File: config.mk
export PLATFORM = sky130hd
export DESIGN_NAME = aclpm_matcher
export DESIGN_NICKNAME = d
export VERILOG_FILES = /design/src/verilog/aclpm_pkg.sv /design/src/verilog/aclpm_cmp_if.sv /design/src/verilog/aclpm_matcher.sv /design/src/verilog/aclpm_port_cmp.sv
export VERILOG_INCLUDE_DIRS = /design/src /design/src/verilog
export SDC_FILE = /design/constraint.sdc
export NUM_CORES = 1
export LEC_CHECK = 0
export BUFFER_PORTS_ARGS = -buffer_cell sky130_fd_sc_hd__buf_2
export CAP_MARGIN = 20
export CORE_UTILIZATION = 30
export DETAILED_ROUTE_END_ITERATION = 8
export GPL_TIMING_DRIVEN = 0
export HOLD_SLACK_MARGIN = 0.12
export SLEW_MARGIN = 0
export SYNTH_ARGS = -nofsm -noshare
export SYNTH_HDL_FRONTEND = slang
export SYNTH_HIERARCHICAL = 1
export SYNTH_SLANG_ARGS = --single-unit
File: constraint.sdc
create_clock -name mclk -period 4.1 [get_ports mclk]
set_clock_uncertainty 0.05 [all_clocks]
set_input_delay 0.82 -clock mclk [delete_from_list [all_inputs] [get_ports mclk]]
set_output_delay 0.82 -clock mclk [all_outputs]
set_load 0.05 [all_outputs]
File: src/verilog/aclpm_map.svh
// Register offsets, field positions, reset values and constants of the port/flag matcher
`ifndef ACLPM_MAP_SVH
`define ACLPM_MAP_SVH

// Register byte offsets
`define ACLPM_OFS_CTRL    8'h00
`define ACLPM_OFS_SRC     8'h04
`define ACLPM_OFS_DST     8'h08
`define ACLPM_OFS_FLAGS   8'h0C
`define ACLPM_OFS_STATUS  8'h10

// Control register fields
`define ACLPM_CTRL_EN     0
`define ACLPM_CTRL_DENY   1
`define ACLPM_CTRL_PSEL   3:2
`define ACLPM_CTRL_SMODE  5:4
`define ACLPM_CTRL_DMODE  7:6

// Bound register fields, value or lower bound low, upper bound high
`define ACLPM_BND_LO      15:0
`define ACLPM_BND_HI      31:16

// Status register fields
`define ACLPM_STS_HIT     0
`define ACLPM_STS_DROP    1
`define ACLPM_STS_CNT     31:16

// Reset values
`define ACLPM_RST_FLAGS   12'hAAA
`define ACLPM_RST_LO      16'h0000
`define ACLPM_RST_HI      16'hFFFF
`define ACLPM_RST_CNT     16'h0000

// IP protocol numbers and field widths
`define ACLPM_PROTO_TCP   8'h06
`define ACLPM_PROTO_UDP   8'h11
`define ACLPM_NFLAGS      6

`endif

File: src/verilog/aclpm_pkg.sv
// Types shared by the port/flag matcher modules
package aclpm_pkg;

   // Port criterion modes
   typedef enum logic [1:0] {PM_ANY, PM_SPEC, PM_RANGE, PM_RSVD} aclpm_pmode_t;

   // Protocol selection of the entry
   typedef enum logic [1:0] {PS_ANY, PS_TCP, PS_UDP, PS_RSVD} aclpm_psel_t;

   // Tri-state flag setting
   typedef enum logic [1:0] {TRI_ZERO, TRI_ONE, TRI_ANY, TRI_ANY2} aclpm_tri_t;

   // All state of the matcher
   typedef struct packed {
      logic                  enable;
      logic                  deny;
      aclpm_psel_t           psel;
      aclpm_pmode_t          sMode;
      aclpm_pmode_t          dMode;
      logic [15:0]           sLo;
      logic [15:0]           sHi;
      logic [15:0]           dLo;
      logic [15:0]           dHi;
      aclpm_tri_t [5:0]      flg;
      logic [31:0]           rdata;
      logic                  resValid;
      logic                  resHit;
      logic                  resDrop;
      logic                  resPermit;
      logic [15:0]           hitCnt;
   } aclpm_state_t;

endpackage

File: src/verilog/aclpm_cmp_if.sv
// Carrier between the matcher and one port comparator
`timescale 1ns/1ps
`default_nettype none

interface aclpm_cmp_if;
   import aclpm_pkg::*;
   aclpm_pmode_t mode;
   logic [15:0]  lo;
   logic [15:0]  hi;
   logic [15:0]  port;
   logic         hit;

   modport cmp (input mode, input lo, input hi, input port, output hit);
   modport user (output mode, output lo, output hi, output port, input hit);
endinterface

`default_nettype wire

File: src/verilog/aclpm_matcher.sv
// Layer-4 port and TCP flag match stage of one access_control_entry
// Behaviour
// RULE1 - TCP ports and flags only checked when ip_proto_select is TCP.
// RULE2 - UDP ports only checked when ip_proto_select is UDP.
// RULE3 - Source port criterion is any, specific value or range.
// RULE4 - Specific source mode: port must equal stored 16-bit value.
// RULE5 - Range source mode: port must lie between the stored bounds.
// RULE6 - Destination criterion has the same three modes, chosen independently.
// RULE7 - Specific destination mode: port must equal stored 16-bit value.
// RULE8 - Range destination mode: port must lie between the stored bounds.
// RULE9 - FIN setting 0 rejects FIN set, 1 requires it, any ignores.
// RULE10 - SYN setting 0 rejects SYN set, 1 requires it, any ignores.
// RULE11 - PSH setting 0 rejects PSH set, 1 requires it, any ignores.
// RULE12 - ACK setting 0 rejects ACK set, 1 requires it, any ignores.
// RULE13 - URG setting 0 rejects URG set, 1 requires it, any ignores.
// RULE14 - Matching deny entry drops the frame; permit allows forward and learning.
// RULE15 - Match only when all enabled criteria hold together; don't-care never constrains.
// RULE16 - RST flag criterion is tri-state like the other flags.
`timescale 1ns/1ps
`default_nettype none
`include "aclpm_map.svh"

module aclpm_matcher
   import aclpm_pkg::*;
(
   input  wire logic        mclk,
   input  wire logic        rst_n,
   input  wire logic [7:0]  regAddr,
   input  wire logic [31:0] regWdata,
   input  wire logic        regWr,
   input  wire logic        regRd,
   output logic      [31:0] regRdata,
   input  wire logic        frmValid,
   input  wire logic [7:0]  frmProto,
   input  wire logic [15:0] frmSrcPort,
   input  wire logic [15:0] frmDstPort,
   input  wire logic [5:0]  frmFlags,
   output logic             resValid,
   output logic             resHit,
   output logic             resDrop,
   output logic             resPermit
);

   aclpm_state_t st;
   aclpm_state_t next_st;

   logic                      isTcp;
   logic                      isUdp;
   logic                      l4Ok;
   logic                      hitNow;
   logic [`ACLPM_NFLAGS-1:0]  flgOk;
   logic [31:0]               rdVal;

   // Whole flag field, so a plain vector can be cast onto it
   typedef aclpm_tri_t [5:0] aclpm_flg_t;

   aclpm_cmp_if srcIf ();
   aclpm_cmp_if dstIf ();

   // Source and destination comparators
   assign srcIf.mode = st.sMode;
   assign srcIf.lo   = st.sLo;
   assign srcIf.hi   = st.sHi;
   assign srcIf.port = frmSrcPort;
   assign dstIf.mode = st.dMode;
   assign dstIf.lo   = st.dLo;
   assign dstIf.hi   = st.dHi;
   assign dstIf.port = frmDstPort;

   // RULE3 source criterion
   aclpm_port_cmp u_src (
      .c (srcIf.cmp)
   );

   // RULE6 independent destination criterion
   aclpm_port_cmp u_dst (
      .c (dstIf.cmp)
   );

   // Codes 2 and 3 both leave the flag free
   // RULE9 RULE10 RULE11 RULE12 RULE13 RULE16 tri-state flags
   genvar gi;
   generate
      for (gi = 0; gi < `ACLPM_NFLAGS; gi = gi + 1) begin : g_flg
         assign flgOk[gi] = (st.flg[gi] == TRI_ZERO) ? !frmFlags[gi] :
                            (st.flg[gi] == TRI_ONE)  ?  frmFlags[gi] : 1'b1;
      end
   endgenerate

   assign isTcp = (frmProto == `ACLPM_PROTO_TCP);
   assign isUdp = (frmProto == `ACLPM_PROTO_UDP);

   // Reserved selection never matches, so a bad write fails closed
   // Protocol gating of the layer-4 criteria
   always_comb begin
      unique case (st.psel)
         PS_ANY:  l4Ok = 1'b1;
         // RULE1 TCP gating
         PS_TCP:  l4Ok = isTcp && srcIf.hit && dstIf.hit && (&flgOk);
         // RULE2 UDP gating
         PS_UDP:  l4Ok = isUdp && srcIf.hit && dstIf.hit;
         PS_RSVD: l4Ok = 1'b0;
      endcase
   end

   // RULE15 all criteria at once
   assign hitNow = frmValid && st.enable && l4Ok;

   // Status shows the result register of the cycle before the read
   // Register read mux
   always_comb begin
      unique case (regAddr)
         `ACLPM_OFS_CTRL:   rdVal = {24'h000000, st.dMode, st.sMode, st.psel,
                                     st.deny, st.enable};
         `ACLPM_OFS_SRC:    rdVal = {st.sHi, st.sLo};
         `ACLPM_OFS_DST:    rdVal = {st.dHi, st.dLo};
         `ACLPM_OFS_FLAGS:  rdVal = {20'h00000, st.flg};
         `ACLPM_OFS_STATUS: rdVal = {st.hitCnt, 14'h0000, st.resDrop, st.resHit};
         default:           rdVal = 32'h00000000;
      endcase
   end

   // Next state: bus writes, read data and match result
   always_comb begin
      next_st = st;
      if (regWr) begin
         unique case (regAddr)
            `ACLPM_OFS_CTRL: begin
               next_st.enable = regWdata[`ACLPM_CTRL_EN];
               next_st.deny   = regWdata[`ACLPM_CTRL_DENY];
               next_st.psel   = aclpm_psel_t'(regWdata[`ACLPM_CTRL_PSEL]);
               next_st.sMode  = aclpm_pmode_t'(regWdata[`ACLPM_CTRL_SMODE]);
               next_st.dMode  = aclpm_pmode_t'(regWdata[`ACLPM_CTRL_DMODE]);
            end
            `ACLPM_OFS_SRC: begin
               next_st.sLo = regWdata[`ACLPM_BND_LO];
               next_st.sHi = regWdata[`ACLPM_BND_HI];
            end
            `ACLPM_OFS_DST: begin
               next_st.dLo = regWdata[`ACLPM_BND_LO];
               next_st.dHi = regWdata[`ACLPM_BND_HI];
            end
            `ACLPM_OFS_FLAGS: next_st.flg = aclpm_flg_t'(regWdata[11:0]);
            `ACLPM_OFS_STATUS: next_st.hitCnt = `ACLPM_RST_CNT;
            default: ;
         endcase
      end
      // Hit count after clear so a hit in the clear cycle is kept
      if (hitNow && (next_st.hitCnt != 16'hFFFF)) begin
         next_st.hitCnt = next_st.hitCnt + 16'h0001;
      end
      next_st.rdata    = regRd ? rdVal : 32'h00000000;
      next_st.resValid = frmValid;
      next_st.resHit   = hitNow;
      // RULE14 deny drops, permit forwards and learns
      next_st.resDrop   = hitNow && st.deny;
      next_st.resPermit = hitNow && !st.deny;
   end

   // State register
   always_ff @(posedge mclk or negedge rst_n) begin
      if (!rst_n) begin
         st           <= '0;
         st.psel      <= PS_ANY;
         st.sMode     <= PM_ANY;
         st.dMode     <= PM_ANY;
         st.sHi       <= `ACLPM_RST_HI;
         st.dHi       <= `ACLPM_RST_HI;
         st.sLo       <= `ACLPM_RST_LO;
         st.dLo       <= `ACLPM_RST_LO;
         st.flg       <= aclpm_flg_t'(`ACLPM_RST_FLAGS);
         st.hitCnt    <= `ACLPM_RST_CNT;
      end else begin
         st <= next_st;
      end
   end

   assign regRdata  = st.rdata;
   assign resValid  = st.resValid;
   assign resHit    = st.resHit;
   assign resDrop   = st.resDrop;
   assign resPermit = st.resPermit;

   generate
      for (gi = 0; gi < `ACLPM_NFLAGS; gi = gi + 1) begin : g_fchk

      end
   endgenerate
endmodule

`default_nettype wire

File: src/verilog/aclpm_port_cmp.sv
// One port criterion: don't-care, single value or inclusive range
`timescale 1ns/1ps
`default_nettype none

module aclpm_port_cmp
   import aclpm_pkg::*;
(
   aclpm_cmp_if.cmp c
);

   // Mode select of the comparison
   always_comb begin
      unique case (c.mode)
         PM_ANY:   c.hit = 1'b1;
         // RULE4 RULE7 value equality
         PM_SPEC:  c.hit = (c.port == c.lo);
         // RULE5 RULE8 inclusive bounds
         PM_RANGE: c.hit = (c.port >= c.lo) && (c.port <= c.hi);
         PM_RSVD:  c.hit = 1'b0;   // Reserved code never matches
      endcase
   end

endmodule

`default_nettype wire
# Word level (Yosys, flattened, before mapping)
# Cells that the tools add are included.
# classes
n_addsub	1
order_cmp	4
n_eq_ne	24
n_mux	20
reduce_logical	34
# op_table
op	count
32-bit case mux with 5 select lines	1
16-bit 2-to-1 mux	3
16-bit == test	2
16-bit >= comparator	2
16-bit <= comparator	2
32-bit 2-to-1 mux	1
2-bit by 1-bit == test with 1-bit output (second input constant)	9
2-bit zero test	9
16-bit by 1-bit adder with 16-bit output (second input constant)	1
8-bit by 3-bit == test with 1-bit output (second input constant)	2
8-bit by 4-bit == test with 1-bit output (second input constant)	2
8-bit by 5-bit == test with 1-bit output (second input constant)	2
16-bit inequality test (second input constant)	1
2-bit == test (second input constant)	6
1-bit logical AND	12
1-bit 2-to-1 mux	12
1-bit case mux with 4 select lines	3
8-bit zero test	1
2-bit AND reduction	4
1-bit zero test	7
6-bit AND reduction	1
# word_totals
register_bits	136
inputBits	91
out_inout_bits	36
elab_cells	104

# Logic depth before layout (Yosys ltp)
# Gate-level depths: netlist (run 1).
# depth
word_depth	10
depth_mapped	15
mapped_depth_nobuf	14

# Cells and area by module
# Netlist (run 1), hierarchy kept.
# by_module_without_submodules
module	instances	cells_per_inst	area_each_um2	seq_area_each_um2
aclpm_matcher	1	476	6079.6	3450.8
aclpm_port_cmp (u_dst)	1	115	827.0	0.0
aclpm_port_cmp (u_src)	1	114	818.3	0.0

# Least setup slack after synthesis (run 1)
# Ideal clock, no wire load.
# synth_timing
path_type	input -> register
from	input frmSrcPort[15]
to	register st[12] in the netlist's numbering
setup_ns	0.077
arrival_time_ns	3.997
required_time_ns	3.973
slack_ns	-0.024
cell_stages	12
n_path_buf	1
cell_sequence	ha_1 -> nand4_1 -> or4_1 -> or4_1 -> a311oi_2 -> nand2_1 -> nand4bb_1 -> nor4_2 -> o21ai_2 -> buf_6 -> or4_1 -> a21oi_1
# synth_rtl
element	line	text
from (decl)	aclpm_matcher.sv:35	input wire logic [15:0] frmSrcPort,
to (signal assigned)	aclpm_matcher.sv:174	st <= next_st;
to (decl)	aclpm_matcher.sv:44	aclpm_state_t st;

==> out/summary.md, run 1 <==
### Floorplanning
* 58 — standard-cell row count
* 25300 um^2 — Core Footprint
* 162 um — floorplan die height
* 30.6% — starting density of the core
* 162 um — Die X
* 127 — I/O pin count
* 26400 um^2 — area of the die

### Synth
* 61 — number of unique standard cell types used by synthesis
* dfrtp_1 — Post-synth top flop
* dfrtp_1 (98), mux2_2 (88), ha_1 (65) — most common library cells after synthesis
* 0.680% — Synth Area in XOR/XNOR
* dfrtp_1 (32%), dfstp_2 (13%), mux2_2 (13%) — top cells by area in the synthesized netlist
* 861 — Synth Net Count
* 7720 um^2 — netlist area before placement
* 6 — Warnings, synthesis
* 705 — cell count after synthesis
* 10.5% — post-synthesis adder-cell area fraction
* 12.8% — multiplexer share of the synthesized area
* multiplexers — dominant combinational cell family by area after synthesis
* 11.3% — fraction of the mapped netlist area in simple logic gates
* 136 — register bit count reported by yosys
* 12.2% — fraction of the mapped netlist area in compound gates
* 11.0 um^2 — average footprint of a synthesized cell
* 100% — share of async-settable or async-resettable flops after synthesis
* dfrtp_1 — library cell occupying the most area in the post-synthesis netlist
* dfrtp_1 — most frequent cell after synthesis
* 44.7% — sequential area share after synthesis
* 31.7% — fraction of synthesized cell area taken by the top area cell type
* 0 — Post-synth EDFFs

### Worst setup path
* flop — Critical Path End Type
* 4360 ps — required time at the endpoint of the critical path
* or4_4 — cell type of the slowest stage on the worst timing path
* 14 — total stage count of the critical path
* simple AND/OR/NAND/NOR gates — kind of cell with the highest combined delay on the critical path
* 3 — buffers and inverters on the worst path
* 4240 ps — worst path arrival time
* 510 ps — Slowest Stage Delay on Critical Path
* primary input to flop — category of the most critical setup path
* 190 ps — worst setup slack for register-to-register paths
* 10 — critical path peak fanout
* primary input — critical path startpoint category
* 14 — Worst Reg2Reg Path Length in Cells
* buf_2 > ha_4 > nand4_1 > or4_4 > or4_4 > a311oi_4 > nand2_1 > nand4bb_4 > nor4_4 > o21ai_2 > buf_2 > clkbuf_4 > o31ai_2 > a21oi_1 — cell-by-cell listing of the critical path

### Global routing
* 18.3% — gr usage total
* 1 — number of antenna violations at the first check in global routing
* 6215 — number of global-route vias before repair
* 35.9 mm — first-pass GRT wire length
* 0 — grt total ovfl
* 78 — pin count of the biggest net entering global routing

### Route
* 6198 — vias after detailed routing
* 496 — number of DRC violations after detailed-routing iteration 0
* 0 — DRC violations left
* 6 — 1st-pass router iterations
* 0 — post-detailed-route count of antenna-violating nets
* 23.6 mm — final wirelength
* 5.17 — number of vias per cell after detailed routing
* 19.7 um — detail-routed net length per standard cell

### STA
* 0 — pins over their slew limit
* 0 — Setup violations, final
* 842 ps — slew of the pin with the lowest slew margin
* 0 — total count of hold-check failures in the final report
* 97.2% — part of the cycle the worst path needs
* 43.8% — Slew Limit Headroom
* yes — RSZ-0062 raised after global routing
* 251 MHz — maximum clock frequency
* 3990 ps — shortest clock period the worst path allows after layout

### Clock network
* 2 — Max clock buf depth
* 17 — total clock buffers created by CTS
* yes — TritonCTS clock tree
* 136 — total clock sinks
* 0 — Post-CTS Hold Buffers
* 4 — H-tree Lvls
* 440 ps — clock latency reported for the late side of the worst-skew pair
* 60 ps — clock-pin slew on the worst setup and hold paths
* clkbuf_16 — clock root buffer

### Final layout
* 41.5% — fraction of final layout cells with drive strength greater than 1
* 1011 — net total in the final layout
* 9630 um^2 — final non-filler cell area
* 2565 — number of fillers in the final layout
* 3450 um^2 — area occupied by registers
* 24.7% — area growth from synthesis to final layout
* 1199 — post-layout instance count excluding filler cells
* 3820 um^2 — area occupied by multi-input gates

### Power and ir drop
* 0.215 mV — worst vdd ir
* 4.34 nW — leakage dissipation
* 0.00353 W — post-layout power
* 366 nW/um^2 — power per cell area

### Status
* finished, final reports clean — status

### Worst hold path
* primary input to async pin — Tightest Hold Check Type

### Place
* 1162 — placed cell count
* 0.909 — Placer Congestion
* 18.0 mm — Post-DP HPWL
* 125 — port buffer count
* 8810 um^2 — dpl cell area

### Flow run
* 0 — max-cap viol count

==> final timing paths <==
check                                from     endpoint
min reg2reg                       st[134]    resPermit
max in group asynchronous           rst_n  dstIf.hi[3]
min in group mclk                 st[134]    resPermit
max reg2reg                  srcIf.lo[13]        st[3]
min                                 rst_n  regRdata[5]
max                        frmSrcPort[15]        st[3]
==> kinds of logic (layout without fill, tap and decap cells) <==
group,after synthesis,count (layout)
AO/OA/AOI/OAI,133,133
flip-flops,136,136
multiplexers,88,88
buffers and inverters,120,283
AND/OR/NAND/NOR,157,157
adder cells (fa/ha/maj),65,65
other,0,1
XOR/XNOR,6,6
==> per-layer routing <==
layer | track usage [%] | share of wire, % | up-vias
li1 | - | - | 2871
met1 | 24.6 | 44 | 3091
met2 | 29.9 | 47 | 210
met3 | 3.46 | 7.2 | 24
met4 | 5.32 | 1.2 | 2
met5 | 0 | 0.038 | -
==> power by group <==
group / internal, W / switching, W / total, W
sequential: 0.00141 / 0.0000481 / 0.00145
clock: 0.00109 / 0.000618 / 0.00171
combinational: 0.000163 / 0.000198 / 0.000362
==> worst reg2reg max path: stages (launching register included) <==
cell	delay (ps)
dfrtp_1	370
inv_1	80
ha_4	260
nand4_1	220
or4_4	490
or4_4	510
a311oi_4	300
nand2_1	100
nand4bb_4	210
nor4_4	310
o21ai_2	150
buf_2	180
clkbuf_4	210
o31ai_2	250
a21oi_1	90
==> timing repair <==
item | in CTS | in global routing
pin swaps | 10 | 4
gates cloned | 1 | 0
gates resized for setup | 13 | 8
buffers inserted | 3 | 0
setup endpoints to repair | 18 | 14
==> cell usage in the layout (no fill, tap or decap), drive strengths merged, types with 18 or more instances in the layout <==
cell      n
nor2     35
dfstp    38
mux2     88
dfrtp    98
a222oi   21
nand2    38
ha       65
a21oi    46
inv      64
clkbuf   25
nand4    18
buf     181
==> registers in the layout (all words and copies together) (netlist names), 2 cells and up <==
register    cells
regRdata       32
dstIf.mode      2
srcIf.hi       16
srcIf.mode      2
dstIf.lo       16
srcIf.lo       16
dstIf.hi       16
st             32
==> through the flow <==
step	worst slack [ps]	TNS, ps	hold WS (ps)	utilization (%)
6_report	114	0	303	38.1
2_1_floorplan	109	0	385	-
3_5_place_dp	-849	-13630	465	34.9
4_1_cts	0.448	0	326	37.9
5_1_grt	-16.7	-31.9	339	38.1
3_3_place_gp	-844	-13670	449	34.7
==> area by class of cell <==
class | count | area share (%)
sequential | 136 | 35.8
tap | 330 | 4.29
buffer | 55 | 3.69
multi-input combinational | 449 | 39.7
clock inverter | 12 | 2.08
antenna | 1 | 0.0260
timing repair buffer | 131 | 7.25
clock buffer | 20 | 4.64
inverter | 65 | 2.55
(Power assumes the default switching activity.)
==> inputs of run 2 (changes only) <==
==> constraint.sdc (replaced) <==
create_clock -name mclk -period 4.85 [get_ports mclk]
set_clock_uncertainty 0.05 [all_clocks]
set_input_delay 0.485 -clock mclk [delete_from_list [all_inputs] [get_ports mclk]]
set_output_delay 0.485 -clock mclk [all_outputs]
set_load 0.05 [all_outputs]
==> run 2 against run 1 <==
  * Critical path depth did not move
  * Non-clock buffer count fell by 3
  * Combinational power fell by 19%
  * Flip-flop and latch count did not move
  * Sequential power fell by 15%
  * Clock power fell by 15%
  * Register-to-register slack improved by 120 ps
  * Critical path type is now flop to flop
  * Critical endpoint is now st[5]
  * Largest power group unchanged
  * Highest routed layer is now met4
==> out/summary.md, run 2 (same netlist as run 1, synthesis figures left out) <==
### Status
* finished, final reports clean — status

### Route
* 554 — number of DRC violations after detailed-routing iteration 0, +12%
* 5.15 — number of vias per cell after detailed routing, -0.28%
* 0 — DRC violations left, unchanged
* 7 — 1st-pass router iterations, +1
* 0 — post-detailed-route count of antenna-violating nets, unchanged
* 19.5 um — detail-routed net length per standard cell, -0.98%
* 23.3 mm — final wirelength, -1.3%
* 6160 — vias after detailed routing, -0.61%

### Clock network
* 2 — Max clock buf depth, unchanged
* 70 ps — clock-pin slew on the worst setup and hold paths, about the same
* 17 — total clock buffers created by CTS, unchanged
* clkbuf_16 — clock root buffer
* yes — TritonCTS clock tree
* 4 — H-tree Lvls, unchanged
* 136 — total clock sinks, unchanged
* 430 ps — clock latency reported for the late side of the worst-skew pair, about the same
* 0 — number of cells upsized or downsized after cts, -13

### Power and ir drop
* 4.30 nW — leakage dissipation, -1.1%
* 314 nW/um^2 — power per cell area, -14%
* 0.234 mV — worst vdd ir, +8.5%
* 0.00297 W — post-layout power, -16%

### Worst setup path
* 4800 ps — worst path arrival time, +560 ps
* flop — Critical Path End Type
* 10 — critical path peak fanout, unchanged
* flop to flop — category of the most critical setup path
* flop — critical path startpoint category
* 5110 ps — required time at the endpoint of the critical path, +750 ps

### STA
* 857 ps — slew of the pin with the lowest slew margin, +14.5 ps
* 220 MHz — maximum clock frequency
* 93.6% — part of the cycle the worst path needs
* 309 ps — setup ws final, +195 ps
* no — RSZ-0062 raised after global routing
* 4540 ps — shortest clock period the worst path allows after layout
* 0 ps — total negative setup slack, unchanged
* 0 — Setup violations, final, unchanged
* 0 — total count of hold-check failures in the final report, unchanged
* 0 — pins over their slew limit, unchanged
* 42.9% — Slew Limit Headroom, -0.97 points

### Global routing
* 35.5 mm — first-pass GRT wire length, -1.2%
* 95 — pin count of the biggest net entering global routing, +22%
* 0 — grt total ovfl, unchanged
* 6070 — number of global-route vias before repair, -2.3%
* 0 — number of antenna violations at the first check in global routing, -1
* 18.3% — gr usage total, about the same

### Worst hold path
* primary input to flop — Tightest Hold Check Type

### Final layout
* 0 — number of diodes added for antenna fixing, -1
* 22.5% — area growth from synthesis to final layout
* 1008 — net total in the final layout, -0.30%
* 39.3% — fraction of final layout cells with drive strength greater than 1, -2.2 points
* buf_2 (135), dfrtp_1 (98), mux2_2 (88) — top library cells by usage in the layout, fill and taps aside
* 1195 — post-layout instance count excluding filler cells, -0.33%
* 37.5% — Finished Core Util, -0.67 points
* buf_2 — most common library cell in the layout ignoring fill and taps

### Floorplanning
* 58 — standard-cell row count, unchanged
* 162 um — Die X, unchanged
* 162 um — floorplan die height, unchanged
* 25300 um^2 — Core Footprint, unchanged
* 26400 um^2 — area of the die, unchanged
* 30.6% — starting density of the core, unchanged
* 127 — I/O pin count, unchanged

### Place
* 187 ps — worst slack at placement, +1040 ps
* 1162 — placed cell count, unchanged
* 17.9 mm — Post-DP HPWL, -0.32%
* 125 — port buffer count, unchanged
* 0.880 — Placer Congestion, -3.2%

### Flow run
* 0 — max-cap viol count, unchanged

-- run 2: routing by layer --
layer | share of wire [%] | GRT usage, % | up-vias | wire length (um)
met4 | 1.2 | 4.80 | 0 | 281
met2 | 48 | 29.2 | 228 | 11100
li1 | - | - | 2857 | -
met1 | 45 | 24.3 | 3053 | 10400
met5 | 0 | 0 | - | 0
met3 | 6.6 | 5.07 | 22 | 1530
-- run 2: final cells by class --
type / count / area [um^2]
clock inverters: 13 / 203
multi-input cells: 449 / 3680
flip-flops and latches: 136 / 3450
plain buffers: 55 / 352
repair buffers: 128 / 681
well taps: 330 / 413
clock buffers: 19 / 443
inverters: 65 / 244
fillers: 2520 / 15800
-- run 2: per-stage QoR --
| stage | hold WS, ps | area [um^2] |
|---|---|---|
| floorplan | 139 | 7720 |
| global placement | 436 | 8760 |
| detailed placement | 397 | 8810 |
| CTS | 160 | 9460 |
| global route | 153 | 9460 |
| finish | 167 | 9460 |
-- run 2: timing repair --
action,CTS,global route
endpoints found under the hold margin,30,0
hold buffers,1,0
setup buffers,0,0
-- run 2: critical path, stage by stage, from the launching register on --
cell       delay [ps]
dfrtp_1           370
inv_1              50
ha_1              300
nand4_1           230
or4_1             620
or4_1             570
a311oi_2          360
nand2_1           100
nand4bb_1         220
nor4_2            550
o21ai_2           170
buf_6             180
clkbuf_1          250
o31ai_1           300
a21oi_1            90
-- run 2: path summary, 6_finish.rpt --
kind                               from           to  slack [ps]  cells after the start
max reg2reg                srcIf.lo[15]        st[5]         310                     14
max in group asynchronous         rst_n  dstIf.hi[6]        3430                      3
min in group asynchronous         rst_n  srcIf.lo[9]         490                      2
min                            frmValid     resValid         170                      1
max                        srcIf.lo[15]        st[5]         310                     14
min reg2reg                      st[59]  regRdata[7]         470                      2
-- run 2: where the power goes --
group	leakage [nW]	internal, W	switching (W)
clock	0.313	0.000923	0.000523
combinational	2.23	0.000130	0.000164
sequential	1.75	0.00119	0.0000404
total	4.30	0.00224	0.000727
